File: config.mk
export PLATFORM = sky130hd
export DESIGN_NAME = mpg_port
export DESIGN_NICKNAME = d
export VERILOG_FILES = /design/src/rtl/mpg_port.v
export VERILOG_INCLUDE_DIRS = /design/src /design/src/rtl
export SDC_FILE = /design/constraint.sdc
export NUM_CORES = 1
export LEC_CHECK = 0
export BUFFER_PORTS_ARGS = -buffer_cell sky130_fd_sc_hd__buf_2
export CORE_MARGIN = 4
export CORE_UTILIZATION = 40
export CTS_BUF_LIST = sky130_fd_sc_hd__clkbuf_8
export DETAILED_ROUTE_END_ITERATION = 16
export PLACE_DENSITY = 0.58
export SYNTH_ARGS = -nofsm -noshare
export SYNTH_HDL_FRONTEND = slang
export SYNTH_SLANG_ARGS = --single-unit
File: constraint.sdc
create_clock -name clock -period 1.3 [get_ports clock]
set_input_delay 0.065 -clock clock [delete_from_list [all_inputs] [get_ports clock]]
set_output_delay 0.065 -clock clock [all_outputs]
set_load 0.005 [all_outputs]
File: src/rtl/mpg_map.vh
// Purpose: constants for the external mii port and general purpose pins
// Assumes: byte-wide register port on the local cpu bus
// Notes:   offsets are register indexes on the local address lines
`ifndef MPG_MAP_VH
`define MPG_MAP_VH
`define MPG_OFS_MGMT        5'h14
`define MPG_OFS_GPIO        5'h17
`define MPG_OFS_PORTSEL     5'h1b
`define MPG_MGMT_MDC_BIT    0
`define MPG_MGMT_MDO_BIT    1
`define MPG_MGMT_MDOE_BIT   2
`define MPG_MGMT_MDI_BIT    3
`define MPG_GPIO_SPD_BIT    6
`define MPG_GPIO_DPX_BIT    5
`define MPG_GPIO_LINK_BIT   4
`define MPG_GPIO_GPO_BIT    0
`define MPG_PORTSEL_PP_BIT  0
`define MPG_GPO_WR_RESET    1'b0
`define MPG_MGMT_RESET      8'h00
`define MPG_PORTSEL_RESET   8'h00
`endif

File: src/rtl/mpg_port.v
// Purpose: external mii port datapath, management pins and general purpose pins
// Assumes: clock at 100 mhz, mii clocks at 25 mhz or below, sampled as data
// Notes:   tx nibble stream uses valid/ready, rx stream is a one-cycle strobe
`include "mpg_map.vh"
module mpg_port (
	input  wire       clock,               // core clock
	input  wire       srst,                // synchronous reset, high
	input  wire       cs_n,                // chip select, low
	input  wire       iord_n,              // read strobe, low
	input  wire       iowr_n,              // write strobe, low
	input  wire [4:0] addr,                // register index
	input  wire [7:0] wdata,               // write data
	output reg  [7:0] rdata,               // read data
	input  wire       tx_clk,              // phy transmit clock
	output reg        tx_en,               // transmit enable
	output reg  [3:0] txd,                 // transmit nibble
	input  wire       rx_clk,              // phy receive clock
	input  wire       rx_dv,               // receive data valid
	input  wire [3:0] rxd,                 // receive nibble
	input  wire       crs,                 // carrier sense
	input  wire       col,                 // collision
	output wire       mdc,                 // management clock
	input  wire       mdio_i,              // management data in
	output wire       mdio_o,              // management data out
	output wire       mdio_oe,             // management data drive enable
	input  wire       speed_status_input,  // speed status pin
	input  wire       duplex_status_input, // duplex / media empty pin
	input  wire       link_status_input,   // link / printer online pin
	output wire       general_output_zero, // general purpose output
	output wire       printer_port,        // printer port selected
	output wire       media_empty_input,   // duplex pin seen as media empty
	output wire       printer_online_input,// link pin seen as printer online
	input  wire       tx_valid,            // nibble offered to send
	input  wire [3:0] tx_data,             // nibble to send
	input  wire       tx_last,             // last nibble of frame
	output wire       tx_ready,            // nibble taken this cycle
	output reg        rx_valid,            // received nibble strobe
	output reg  [3:0] rx_data,             // received nibble
	output reg        rx_frame,            // receive frame active level
	output wire       carrier,             // synchronized carrier sense
	output wire       collision            // synchronized collision, held low in full duplex
);
	// three-stage synchronizers, change counted once stages 2 and 3 agree
	reg  [2:0] s_txc_r, s_rxc_r, s_crs_r, s_col_r, s_spd_r, s_dpx_r, s_lnk_r, s_mdi_r;
	reg  [2:0] s_dv_r;                     // rx valid
	reg  [3:0] s_rd1_r, s_rd2_r, s_rd3_r;  // rx data stages
	reg        txc_q_r, rxc_q_r;           // filtered clock levels
	reg        crs_q_r, col_q_r;           // filtered status
	reg        spd_q_r, dpx_q_r, lnk_q_r;  // filtered gp inputs
	reg        mdi_q_r;                    // filtered management data
	reg        gpo_wr_r;                   // last value written to gpo bit
	reg  [7:0] mgmt_r;                     // management register
	reg  [7:0] psel_r;                     // port select register
	reg        wr_d_r;                     // delayed write strobe
	reg        tx_last_r;                  // final nibble now on pins
	wire       wr_act;                     // write strobe asserted
	wire       wr_edge;                    // start of write strobe
	wire       txc_rise;                   // tx clock rising edge
	wire       rxc_rise;                   // rx clock rising edge

	// a value agreeing in stages 2 and 3 is treated as settled
	function filt;
		input [2:0] s;
		input       q;
		begin
			filt = (s[1] == s[2]) ? s[2] : q;
		end
	endfunction

	// synchronize every pin input with three flops
	always @(posedge clock)
	begin
		if (srst)
		begin
			s_txc_r <= 3'h0;
			s_rxc_r <= 3'h0;
			s_crs_r <= 3'h0;
			s_col_r <= 3'h0;
			s_spd_r <= 3'h0;
			s_dpx_r <= 3'h0;
			s_lnk_r <= 3'h0;
			s_mdi_r <= 3'h0;
			s_dv_r  <= 3'h0;
			s_rd1_r <= 4'h0;
			s_rd2_r <= 4'h0;
			s_rd3_r <= 4'h0;
			txc_q_r <= 1'b0;
			rxc_q_r <= 1'b0;
			crs_q_r <= 1'b0;
			col_q_r <= 1'b0;
			spd_q_r <= 1'b0;
			dpx_q_r <= 1'b0;
			lnk_q_r <= 1'b0;
			mdi_q_r <= 1'b0;
		end
		else
		begin
			s_txc_r <= {s_txc_r[1:0], tx_clk};
			s_rxc_r <= {s_rxc_r[1:0], rx_clk};
			s_crs_r <= {s_crs_r[1:0], crs};
			s_col_r <= {s_col_r[1:0], col};
			s_spd_r <= {s_spd_r[1:0], speed_status_input};
			s_dpx_r <= {s_dpx_r[1:0], duplex_status_input};
			s_lnk_r <= {s_lnk_r[1:0], link_status_input};
			s_mdi_r <= {s_mdi_r[1:0], mdio_i};
			s_dv_r  <= {s_dv_r[1:0], rx_dv};
			s_rd1_r <= rxd;
			s_rd2_r <= s_rd1_r;
			s_rd3_r <= s_rd2_r;
			txc_q_r <= filt(s_txc_r, txc_q_r);
			rxc_q_r <= filt(s_rxc_r, rxc_q_r);
			crs_q_r <= filt(s_crs_r, crs_q_r);
			col_q_r <= filt(s_col_r, col_q_r);
			spd_q_r <= filt(s_spd_r, spd_q_r);
			dpx_q_r <= filt(s_dpx_r, dpx_q_r);
			lnk_q_r <= filt(s_lnk_r, lnk_q_r);
			mdi_q_r <= filt(s_mdi_r, mdi_q_r);
		end
	end

	// edges of the sampled link clocks; they assume the phy keeps them running
	assign txc_rise = (filt(s_txc_r, txc_q_r) == 1'b1) && !txc_q_r;
	assign rxc_rise = (filt(s_rxc_r, rxc_q_r) == 1'b1) && !rxc_q_r;

	// transmit: load one nibble per tx clock rise, pins move only then
	assign tx_ready = txc_rise && tx_valid && !(tx_last_r && tx_en);
	always @(posedge clock)
	begin
		if (srst)
		begin
			tx_en     <= 1'b0;
			txd       <= 4'h0;
			tx_last_r <= 1'b0;
		end
		else if (txc_rise)
		begin
			if (tx_ready)
			begin
				tx_en     <= 1'b1;
				txd       <= tx_data;
				tx_last_r <= tx_last;
			end
			else
			begin
				// underrun or end of frame closes the frame
				tx_en     <= 1'b0;
				txd       <= 4'h0;
				tx_last_r <= 1'b0;
			end
		end
	end

	// receive: take a nibble on rx clock rise only when valid is high
	// rx_er does not exist here, so errored frames pass unmarked
	always @(posedge clock)
	begin
		if (srst)
		begin
			rx_valid <= 1'b0;
			rx_data  <= 4'h0;
			rx_frame <= 1'b0;
		end
		else
		begin
			rx_valid <= 1'b0;
			if (rxc_rise)
			begin
				rx_frame <= s_dv_r[2];
				if (s_dv_r[2])
				begin
					rx_valid <= 1'b1;
					rx_data  <= s_rd3_r;
				end
			end
		end
	end

	assign carrier   = crs_q_r;
	assign collision = col_q_r && !dpx_q_r;

	// register writes on the leading edge of the write strobe
	assign wr_act  = !cs_n && !iowr_n;
	assign wr_edge = wr_act && !wr_d_r;
	always @(posedge clock)
	begin
		if (srst)
		begin
			wr_d_r   <= 1'b0;
			gpo_wr_r <= `MPG_GPO_WR_RESET;
			mgmt_r   <= `MPG_MGMT_RESET;
			psel_r   <= `MPG_PORTSEL_RESET;
		end
		else
		begin
			wr_d_r <= wr_act;
			if (wr_edge)
			begin
				case (addr)
					`MPG_OFS_GPIO:    gpo_wr_r <= wdata[`MPG_GPIO_GPO_BIT];
					`MPG_OFS_MGMT:    mgmt_r   <= wdata;
					`MPG_OFS_PORTSEL: psel_r   <= wdata;
					default:          gpo_wr_r <= gpo_wr_r;
				endcase
			end
		end
	end

	// software toggles mdc itself and must keep it slow enough
	assign mdc     = mgmt_r[`MPG_MGMT_MDC_BIT];
	assign mdio_o  = mgmt_r[`MPG_MGMT_MDO_BIT];
	assign mdio_oe = mgmt_r[`MPG_MGMT_MDOE_BIT];
	assign general_output_zero = ~gpo_wr_r;
	assign printer_port = psel_r[`MPG_PORTSEL_PP_BIT];
	assign media_empty_input    = printer_port & dpx_q_r;
	assign printer_online_input = printer_port & lnk_q_r;

	// read data registered while read strobe and select are low
	always @(posedge clock)
	begin
		if (srst)
			rdata <= 8'h00;
		else if (!cs_n && !iord_n)
		begin
			rdata <= 8'h00;
			case (addr)
				`MPG_OFS_GPIO:
				begin
					rdata[`MPG_GPIO_SPD_BIT]  <= spd_q_r;
					rdata[`MPG_GPIO_DPX_BIT]  <= dpx_q_r & !printer_port;
					rdata[`MPG_GPIO_LINK_BIT] <= lnk_q_r & !printer_port;
					rdata[`MPG_GPIO_GPO_BIT]  <= gpo_wr_r;
				end
				`MPG_OFS_MGMT:
					rdata <= {4'h0, mdi_q_r, mgmt_r[2:0]};
				`MPG_OFS_PORTSEL:
					rdata <= psel_r;
				default:
					rdata <= 8'h00;
			endcase
		end
	end
endmodule

==> results of run 1 <==
tightest hold or removal path, cell delays in order:
cell and delay [ns]:
buf_2 0.10, o21ai_0 0.07, a21oi_1 0.11
worst min-delay path by stage:
stage,endpoint,from
after floorplan,wr_d_r,iowr_n
after global placement,s_rd1_r[2],rxd[2]
after detailed placement,s_dpx_r[0],duplex_status_input
after CTS,rdata[7],iord_n
after global routing,rdata[7],iord_n
final,rdata[7],iord_n
cell usage in the layout, fill, tap and decap left out, drive strengths merged:
master and n:
or2 1, mux2i 13, a21boi 1, or3 1, buf 73, nand2b 17, dfxtp 80, clkinvlp 1
and3 3, dlygate4sd3 28, clkbuf 9, and2 3, nor2b 41, nand3 16, a311oi 6, nand4b 3
nor2 13, o211ai 1, nand3b 3, and3b 4, bufinv 5, inv 3, o31ai 3, nand2 16
nor3b 1, a21oi 20, nand4 4, nor3 2, o21ai 11
cell families (layout without fill, tap and decap cells):
kind of cell           count (synthesis)  count (layout)  share of synthesized area, %
AO/OA/AOI/OAI                         42              42                          8.70
buffers and inverters                 17             119                          3.15
flip-flops                            80              80                          56.8
multiplexers                          13              13                          4.61
AND/OR/NAND/NOR                      128             128                          26.8
final cells by class:
cell class | instances | share of cell area [%]
Sequential cell | 80 | 41.9
Tap cell | 96 | 3.14
Multi-Input combinational cell | 183 | 29.5
Inverter | 2 | 0.196
Timing Repair Buffer | 101 | 17.7
Clock inverter | 7 | 4.34
Clock buffer | 9 | 3.23
layer usage:
layer | vias up | GRT usage, % | share of wire (%)
met2 | 73 | 21.5 | 45
li1 | 1143 | - | -
met1 | 984 | 18.1 | 47
met4 | 0 | 7.43 | 1.4
met3 | 8 | 3.77 | 6.3
met5 | - | 0 | 0
registers in the layout (all words and copies together), names as in the netlist, 4 cells and up:
register / count
s_rd3_r: 4
rdata: 8
psel_r: 8
txd: 4
s_rd2_r: 4
s_rd1_r: 4
rx_data: 4
repair_timing:
| item | in CTS | in global routing |
|---|---|---|
| resized for setup | 1 | 3 |
| hold buffers | 28 | 0 |
| buffers inserted | 1 | 2 |
| setup endpoints to repair | 1 | 1 |
| pin swaps | 0 | 1 |
| hold endpoints to repair | 29 | 0 |
power groups by stage:
stage / Sequential (mW) / Combinational, mW / Clock, mW
final: 2.54 / 0.311 / 2.56
after detailed placement: 2.59 / 0.246 / 0
after global placement: 2.59 / 0.245 / 0
after floorplan: 2.59 / 0.137 / 0
after CTS: 2.54 / 0.312 / 2.64
after global routing: 2.54 / 0.350 / 2.74
stage by stage:
step	utilization, %	setup slack (ns)	hold slack (ns)	std cells
2_1_floorplan	-	0.250	0.142	280
3_3_place_gp	47.3	0.187	0.273	431
3_5_place_dp	47.3	0.173	0.279	431
4_1_cts	55.8	0.00111	0.0251	476
5_1_grt	56.1	0.00116	0.0466	478
6_report	56.1	0.0609	0.0366	478
==> summary.txt, run 1 <==
Yosys
  – Cell taking the most area after synthesis: dfxtp_1
  – Synth area leaders: dfxtp_1 (57%), nor2b_1 (9.1%), mux2i_1 (4.6%)
  – EDFF count, synth: 0
  – Commonest cells post-synth: dfxtp_1 (80), nor2b_1 (41), a21oi_1 (20)
  – Mapped Cells: 280
  – #FFs+latches synth: 80
  – Synth top area share: 56.8%
  – Ys Warns: 0
  – Post-synthesis sequential area ratio: 56.8%
  – Prevailing post-synth register cell: dfxtp_1
  – Post-synth ARST share: 0%
  – Mapped cell area: between 2000 and 3000 um^2
  – Mean Syn Cell Area: around 10 um^2
  – Syn_nets: around 320
  – Most frequent cell after synthesis: dfxtp_1
  – Count of cell types in the netlist: 32

Worst setup path
  – CP required: approximately 1.5 ns
  – Critical Path Sink Type: register
  – R2R Setup Slk: approximately 0.16 ns
  – Max stage delay on crit path: between 0.5 and 0.6 ns
  – Buffer and inverter count on the worst path: 2
  – Arr. time, crit path: 1.47 ns
  – Crit path cell chain: dlygate4sd3_1 -> buf_2 -> or3_1 -> o31ai_1 -> a21oi_1
  – CP max stage cell: dlygate4sd3_1
  – Critical path depth in cells: 5
  – Worst setup path endpoint: mgmt_r[0]
  – WS Path Type: in -> reg
  – Worst Reg-to-Reg Cells: 3
  – Crit. Startpoint: iowr_n
  – Crit path max fanout: 3
  – Startpoint Class: input pin
  – CP delay by family, top: buffers and inverters
  – Reg2reg start: s_rxc_r[1]
  – R2r endpoint: rx_data[2]

Floorplanning
  – Die area: around 8500 um^2
  – # IOs: 66
  – Row count: 30
  – Core footprint: 6830 um^2
  – Die height: about 92 um
  – Die W: 92.0 um
  – Initial Util: 41.3%

Power and ir drop
  – Worst vdd ir: 0.735 mV
  – Reg power frac: 46.9%
  – Switching share of total power: 19.4%
  – Clock share of power: 47.4%
  – Internal power: between 4 and 5 mW
  – Combinational cell fraction of total power: 5.7%
  – Switching power: 1.05 mW
  – Power Total: 5.41 mW
  – Leak Pwr: 1.61 nW
  – PwrDens: 1410 nW/um^2

Routing
  – Initial drt markers: 68
  – Routed len/inst: 11.6 um
  – DRC errors left: 0
  – Antenna viol nets, final: 0
  – Initial DRT Pass Iterations: 4
  – DR vias: 2,208
  – DR vias/cell: 4.62
  – Drt total wl: between 5000 and 6000 um

CTS
  – CTS clk-pin slew, worst paths: 0.08 ns
  – Sink Count: 80
  – Total CTS buffers: 9
  – Clk buf depth: 2
  – Clk root buf: clkbuf_8
  – CTS H-Tree Depth: 3
  – Clock latency on the worst-skew pair: 0.34 ns
  – CTS tree: done

Final layout
  – Share of cells above drive strength 1: 25.9%
  – Multi-input logic area: 1130 um^2
  – Post-route cell area: 3830 um^2
  – Area Growth Syn to Fin: 35.8%
  – Final Net Count: just over 400
  – Number of diodes: 0
  – FILL cells: roughly 630
  – Register Area: between 1500 and 2000 um^2

STA
  – Worst slew pin tran: between 0.3 and 0.4 ns
  – RSZ-0062 raised after global routing: false
  – Fmax: 0.807 GHz
  – Count of final setup violators: 0
  – Clk_skew: roughly 0.0064 ns
  – Final period util: between 90 and 100%
  – Relative slew slack: 74.4%
  – Slew Viols, Final: 0
  – Setup_tns: 0 ns
  – Hold Vio Cnt, Final: 0
  – Final worst path period need: 1.24 ns

GRT
  – Vias in the first global route: 2,130
  – GRT Util Overall: 14.1%
  – Antenna violations before repair: 0
  – First-pass GRT wire length: 9510 um
  – GR Overflow Total: 0
  – Largest net degree at the start of global routing: 56

Run status
  – Status: complete, no violations

Run
  – Max-cap violations: 0

Hold path
  – Number of cells on the worst hold path: 3
  – Hold Path Class: in -> reg

Placement
  – GP Congestion: 0.823
  – Port Buffers: 65
  – Post-DP HPWL: 3640 um
  – Area after DPL: 3230 um^2
Note: power is estimated with default switching activity, not from simulation.
==> run 2, diff against run 1 <==
Settings changed: CTS_BUF_LIST sky130_fd_sc_hd__clkbuf_8 to sky130_fd_sc_hd__clkbuf_16.
==> summary.txt, run 2 (synthesis results as in run 1) <==
Hold path
  – Min-delay src: wdata[3]
  – Number of cells on the worst hold path: 3 (unchanged)
  – Hold Path Class: in -> reg
  – Worst hold endpoint: psel_r[3]

STA
  – Final worst path period need: 1.26 ns (+0.0161 ns)
  – Hold Vio Cnt, Final: 0 (unchanged)
  – Fmax: 0.797 GHz (-1.3%)
  – Count of final setup violators: 0 (unchanged)
  – Clk_skew: 0.00415 ns (-0.00223 ns)
  – Worst slew pin tran: 0.375 ns (-0.00627 ns)
  – Setup_tns: 0 ns (unchanged)
  – Slew Viols, Final: 0 (unchanged)
  – Final period util: 96.6% (+1.2 points)
  – Worst path setup slack after routing: 0.0448 ns (-0.0161 ns)
  – RSZ-0062 raised after global routing: true
  – Hold WS: 0.00385 ns (-0.0328 ns)
  – Relative slew slack: 74.8% (+0.42 points)

Final layout
  – Most common cell after layout, fill and taps aside: dfxtp_1
  – Final Net Count: 408 (-1.4%)
  – Fin cells: 472 (-1.3%)
  – FILL cells: 632 (+0.96%)
  – Largest registers: psel_r: 8 flops, rdata: 8 flops
  – Area Growth Syn to Fin: 37.5%
  – Fin util: 56.8% (+0.68 points)
  – Share of cells above drive strength 1: 25.8% (-0.12 points)
  – Most frequent cells in the layout: dfxtp_1 (80), buf_2 (65), nor2b_1 (41)
  – Number of diodes: 0 (unchanged)

Worst setup path
  – Reg2reg start: wr_d_r
  – Crit path max fanout: 3 (unchanged)
  – Worst Reg-to-Reg Cells: 3 (unchanged)
  – R2r endpoint: mgmt_r[2]
  – R2R Setup Slk: 0.17 ns (about the same)
  – CP required: 1.51 ns (-0.02 ns)
  – Critical Path Sink Type: register
  – Startpoint Class: input pin
  – Arr. time, crit path: 1.46 ns (about the same)
  – WS Path Type: in -> reg

Floorplanning
  – Die area: 8460 um^2 (unchanged)
  – # IOs: 66 (unchanged)
  – Die height: 92.0 um (unchanged)
  – Initial Util: 41.3% (unchanged)
  – Die W: 92.0 um (unchanged)
  – Row count: 30 (unchanged)
  – Core footprint: 6830 um^2 (unchanged)

Power and ir drop
  – Reg power frac: 41.7% (-5.2 points)
  – Internal power: 4.95 mW (+14%)
  – PwrDens: 1570 nW/um^2 (+11%)
  – Switching share of total power: 18.6% (-0.80 points)
  – Worst vdd ir: 0.734 mV (-0.10%)
  – Leak Pwr: 1.63 nW (+1.1%)
  – Switching power: 1.13 mW (+7.9%)
  – Combinational cell fraction of total power: 4.9% (-0.8 points)
  – Clock share of power: 53.3% (+5.9 points)

Placement
  – Port Buffers: 65 (unchanged)
  – Post-DP HPWL: 3640 um (unchanged)
  – Placed Instances: 431 (unchanged)
  – GP Congestion: 0.823 (unchanged)
  – Place WS: 0.173 ns (unchanged)

Routing
  – Initial DRT Pass Iterations: 4 (unchanged)
  – DR vias/cell: 4.65 (+0.58%)
  – DRC errors left: 0 (unchanged)
  – Initial drt markers: 65 (-4.4%)
  – Routed len/inst: 11.8 um (+1.7%)
  – Drt total wl: 5570 um (+0.43%)
  – Antenna viol nets, final: 0 (unchanged)
  – DR vias: 2,193 (-0.68%)

CTS
  – CTS H-Tree Depth: 3 (unchanged)
  – CTS clk-pin slew, worst paths: 0.06 ns (-0.02 ns)
  – Clk buf depth: 2 (unchanged)
  – Clk root buf: clkbuf_16
  – Total CTS buffers: 9 (unchanged)
  – CTS tree: done
  – Sink Count: 80 (unchanged)
  – Clock latency on the worst-skew pair: 0.33 ns (about the same)

GRT
  – Antenna violations before repair: 0 (unchanged)
  – Largest net degree at the start of global routing: 56 (unchanged)
  – Vias in the first global route: 2,134 (+0.19%)
  – GR Overflow Total: 0 (unchanged)
  – First-pass GRT wire length: 9550 um (+0.43%)
  – GRT Util Overall: 14.2% (+0.12 points)

Run status
  – Status: complete, no violations

Run
  – Max-cap violations: 0 (unchanged)
-- run 2: cell count changes in the layout (fill, tap and decap cells not counted), moves of 2 or more --
cell,delta
dlygate4sd3_1,-5
clkbuf_8,-9
clkbuf_16,+9
dfxtp_1,+2
dfxtp_2,-2
-- run 2: cell type report --
| cell class | instances | area (um^2) | share of cell area [%] |
|---|---|---|---|
| tap | 96 | 120 | 3.10 |
| clock inverter | 7 | 166 | 4.29 |
| clock buffer | 9 | 225 | 5.81 |
| sequential | 80 | 1600 | 41.3 |
| multi-input combinational | 183 | 1140 | 29.3 |
| timing repair buffer | 95 | 621 | 16.0 |
| inverter | 2 | 7.51 | 0.194 |
-- run 2: critical path: stages --
cell	delay (ns)
dlygate4sd3_1	0.53
buf_2	0.15
or3_1	0.40
o31ai_1	0.23
a21oi_1	0.09
-- run 2: how the worst max path moves through the flow --
stage	from	end	slack, ns
finish	iowr_n	mgmt_r[2]	0.04
detailed placement	rxc_q_r	rx_data[2]	0.17
global route	iowr_n	psel_r[1]	-0.009
floorplan	tx_en	txd[0]	0.25
CTS	tx_en	tx_ready	0.03
global placement	s_rxc_r[1]	rx_data[3]	0.19
-- run 2: power by group through the flow --
| stage | clock network, mW | registers, mW | logic, mW |
|---|---|---|---|
| global placement | 0 | 2.59 | 0.245 |
| CTS | 3.32 | 2.54 | 0.300 |
| detailed placement | 0 | 2.59 | 0.246 |
| global route | 3.43 | 2.54 | 0.337 |
| finish | 3.24 | 2.54 | 0.299 |
| floorplan | 0 | 2.59 | 0.137 |
-- run 2: per-stage QoR --
step | instance area [um^2] | total power, mW
after floorplan | 2820 | 2.72
after global placement | 3230 | 2.84
after detailed placement | 3230 | 2.84
after CTS | 3860 | 6.16
after global routing | 3880 | 6.31
final | 3880 | 6.08
-- run 2: timing repair --
| item | in CTS | in global routing |
|---|---|---|
| hold endpoints to repair | 23 | 0 |
| endpoints found under the setup margin | 1 | 5 |
| gates cloned | 0 | 0 |
| buffers inserted | 0 | 2 |
| pin swaps | 0 | 1 |
| hold buffers | 23 | 0 |
| resized for setup | 1 | 2 |
-- run 2: per-layer routing --
| layer | global-route usage, % | share of wire [%] | up-vias |
|---|---|---|---|
| met5 | 0 | 0 | - |
| met4 | 5.20 | 1.0 | 0 |
| met3 | 5.50 | 6.1 | 6 |
| met2 | 21.9 | 45 | 65 |
| met1 | 17.9 | 48 | 990 |
| li1 | - | - | 1132 |
==> run 3, diff against run 2 <==
Settings changed: ABC_AREA from default to 1, BUFFER_PORTS_ARGS -buffer_cell sky130_fd_sc_hd__buf_2 to -buffer_cell sky130_fd_sc_hd__buf_4.
==> summary.txt, run 3 <==
CTS
  – CTS clk-pin slew, worst paths: 0.06 ns (about the same)
  – CTS tree: done
  – Sink Count: 80 (unchanged)
  – CTS H-Tree Depth: 3 (unchanged)
  – Total CTS buffers: 9 (unchanged)
  – Clock latency on the worst-skew pair: 0.32 ns (about the same)
  – Clk buf depth: 2 (unchanged)
  – Clk root buf: clkbuf_16

GRT
  – Antenna violations before repair: 0 (unchanged)
  – First-pass GRT wire length: 9920 um (+3.8%)
  – Largest net degree at the start of global routing: 25 (-55%)
  – GRT Util Overall: 14.7% (+0.49 points)
  – GR Overflow Total: 0 (unchanged)
  – Vias in the first global route: 2,162 (+1.3%)

Routing
  – DRC errors left: 0 (unchanged)
  – Routed len/inst: 10.5 um (-11%)
  – DR vias: 2,375 (+8.3%)
  – Antenna viol nets, final: 0 (unchanged)
  – Initial DRT Pass Iterations: 4 (unchanged)
  – Initial drt markers: 103 (+58%)
  – DR vias/cell: 4.25 (-8.6%)
  – Drt total wl: 5870 um (+5.4%)

STA
  – Final period util: 90.5% (-6.1 points)
  – Relative slew slack: 80.9% (+6.1 points)
  – Hold Vio Cnt, Final: 0 (unchanged)
  – Final worst path period need: 1.18 ns (-0.0788 ns)
  – Worst slew pin tran: 0.285 ns (-0.0899 ns)
  – RSZ-0062 raised after global routing: false
  – Count of final setup violators: 0 (unchanged)
  – Setup_tns: 0 ns (unchanged)
  – Slew Viols, Final: 0 (unchanged)
  – Hold WS: 0.0174 ns (+0.0135 ns)
  – Clk_skew: 0.00584 ns (+0.00170 ns)
  – Worst path setup slack after routing: 0.124 ns (+0.0788 ns)
  – Fmax: 0.850 GHz (+6.7%)

Power and ir drop
  – Internal power: 4.59 mW (-7.2%)
  – PwrDens: 1430 nW/um^2 (-8.8%)
  – Clock share of power: 49.4% (-3.9 points)
  – Combinational cell fraction of total power: 6.4% (+1.5 points)
  – Switching share of total power: 20.1% (+1.5 points)
  – Switching power: 1.16 mW (+2.4%)
  – Worst vdd ir: 0.971 mV (+32%)
  – Reg power frac: 44.3% (+2.6 points)
  – Leak Pwr: 1.86 nW (+15%)

Yosys
  – Syn_nets: 402 (+27%)
  – #FFs+latches synth: 80 (unchanged)
  – Count of cell types in the netlist: 23 (-28%)
  – Ys Warns: 0 (unchanged)
  – Synth area leaders: dfxtp_1 (56%), nor2_1 (12%), inv_1 (8.8%)
  – Cell taking the most area after synthesis: dfxtp_1
  – Mapped Cells: 365 (+30%)
  – Mapped cell area: 2850 um^2 (+1.1%)
  – Post-synthesis sequential area ratio: 56.2% (-0.62 points)
  – Most frequent cell after synthesis: nor2_1
  – Mean Syn Cell Area: 7.81 um^2 (-22%)
  – EDFF count, synth: 0 (unchanged)
  – Post-synth ARST share: 0% (unchanged)
  – Synth top area share: 56.2% (-0.62 points)
  – Prevailing post-synth register cell: dfxtp_1
  – Commonest cells post-synth: nor2_1 (89), dfxtp_1 (80), inv_1 (67)

Placement
  – Post-DP HPWL: 4050 um (+11%)
  – Port Buffers: 65 (unchanged)
  – GP Congestion: 0.879 (+6.8%)
  – Place WS: 0.239 ns (+0.0664 ns)

Worst setup path
  – Crit path max fanout: 4 (+1)
  – CP required: 1.24 ns (-0.27 ns)
  – Startpoint Class: register
  – Arr. time, crit path: 1.11 ns (-0.35 ns)
  – WS Path Type: reg -> out
  – Critical Path Sink Type: output pin
  – R2R Setup Slk: 0.26 ns (+0.09 ns)

Final layout
  – FILL cells: 656 (+3.8%)
  – Area Growth Syn to Fin: 41.1%
  – Final Net Count: 495 (+21%)
  – Most common cell after layout, fill and taps aside: nor2_1
  – Share of cells above drive strength 1: 21.8% (-4.0 points)
  – Most frequent cells in the layout: nor2_1 (89), dfxtp_1 (79), buf_4 (70)
  – Largest registers: psel_r: 8 flops, rdata: 8 flops
  – Number of diodes: 0 (unchanged)

Floorplanning
  – Die W: 92.4 um (+0.51%)
  – Initial Util: 41.5% (+0.23 points)
  – Die area: 8540 um^2 (+1.0%)
  – # IOs: 66 (unchanged)
  – Core footprint: 6870 um^2 (+0.55%)
  – Row count: 30 (unchanged)
  – Die height: 92.4 um (+0.51%)

Run status
  – Status: complete, no violations

Run
  – Max-cap violations: 0 (unchanged)

Hold path
  – Hold Path Class: in -> reg
run 3: area by class of cell:
class | count | area (um^2) | area share (%)
multi-input cells | 205 | 927 | 23.0
flip-flops and latches | 80 | 1600 | 39.8
clock buffers | 9 | 225 | 5.60
clock inverters | 7 | 119 | 2.95
inverters | 69 | 264 | 6.56
repair buffers | 93 | 766 | 19.0
well taps | 96 | 120 | 2.99
run 3: worst max-delay path: stages (launching register included):
cell	delay (ns)
dfxtp_1	0.34
nand2_1	0.05
nor2_1	0.11
nand2_1	0.09
inv_2	0.08
buf_4	0.11
run 3: worst paths after layout:
kind              start          to  cells past startpoint
max          s_txc_r[2]    tx_ready                      5
min            wdata[7]   psel_r[7]                      3
max reg2reg  s_rxc_r[1]  rx_data[1]                      3
min reg2reg  s_txc_r[0]  s_txc_r[1]                      2
run 3: what timing repair did:
action / CTS / global route
hold buffers: 22 / 0
endpoints found under the hold margin: 21 / 0
setup buffers: 0 / 1
resized for setup: 1 / 3
endpoints found under the setup margin: 1 / 4
run 3: kinds of logic after synthesis:
group | after synthesis | share of synthesized area, %
flops | 80 | 56.2
simple gates | 161 | 24.5
buf+inv | 80 | 11.3
compound gates | 44 | 7.99
run 3: routing by layer:
metal	GRT usage [%]	share of wire, %	routed length (um)	vias up
met2	23.8	47	2780	56
met4	5.20	1.1	64	0
li1	-	-	-	1288
met5	0	0	0	-
met3	5.52	5.2	303	4
met1	17.7	46	2720	1027
run 3: power groups by stage:
stage                     Clock (mW)  Combinational, mW  Sequential [mW]
after CTS                       2.93              0.369             2.55
after global routing            3.03              0.415             2.55
after global placement             0              0.313             2.60
after floorplan                    0              0.162             2.60
after detailed placement           0              0.315             2.60
final                           2.84              0.366             2.55
run 3: per-stage QoR:
stage | total power [mW] | instances | cell area [um^2] | utilization [%]
finish | 5.75 | 559 | 4020 | 58.6
global route | 6.00 | 559 | 4020 | 58.6
detailed placement | 2.92 | 520 | 3450 | 50.2
global placement | 2.91 | 520 | 3450 | 50.2
floorplan | 2.76 | 365 | 2850 | -
CTS | 5.84 | 558 | 4020 | 58.5
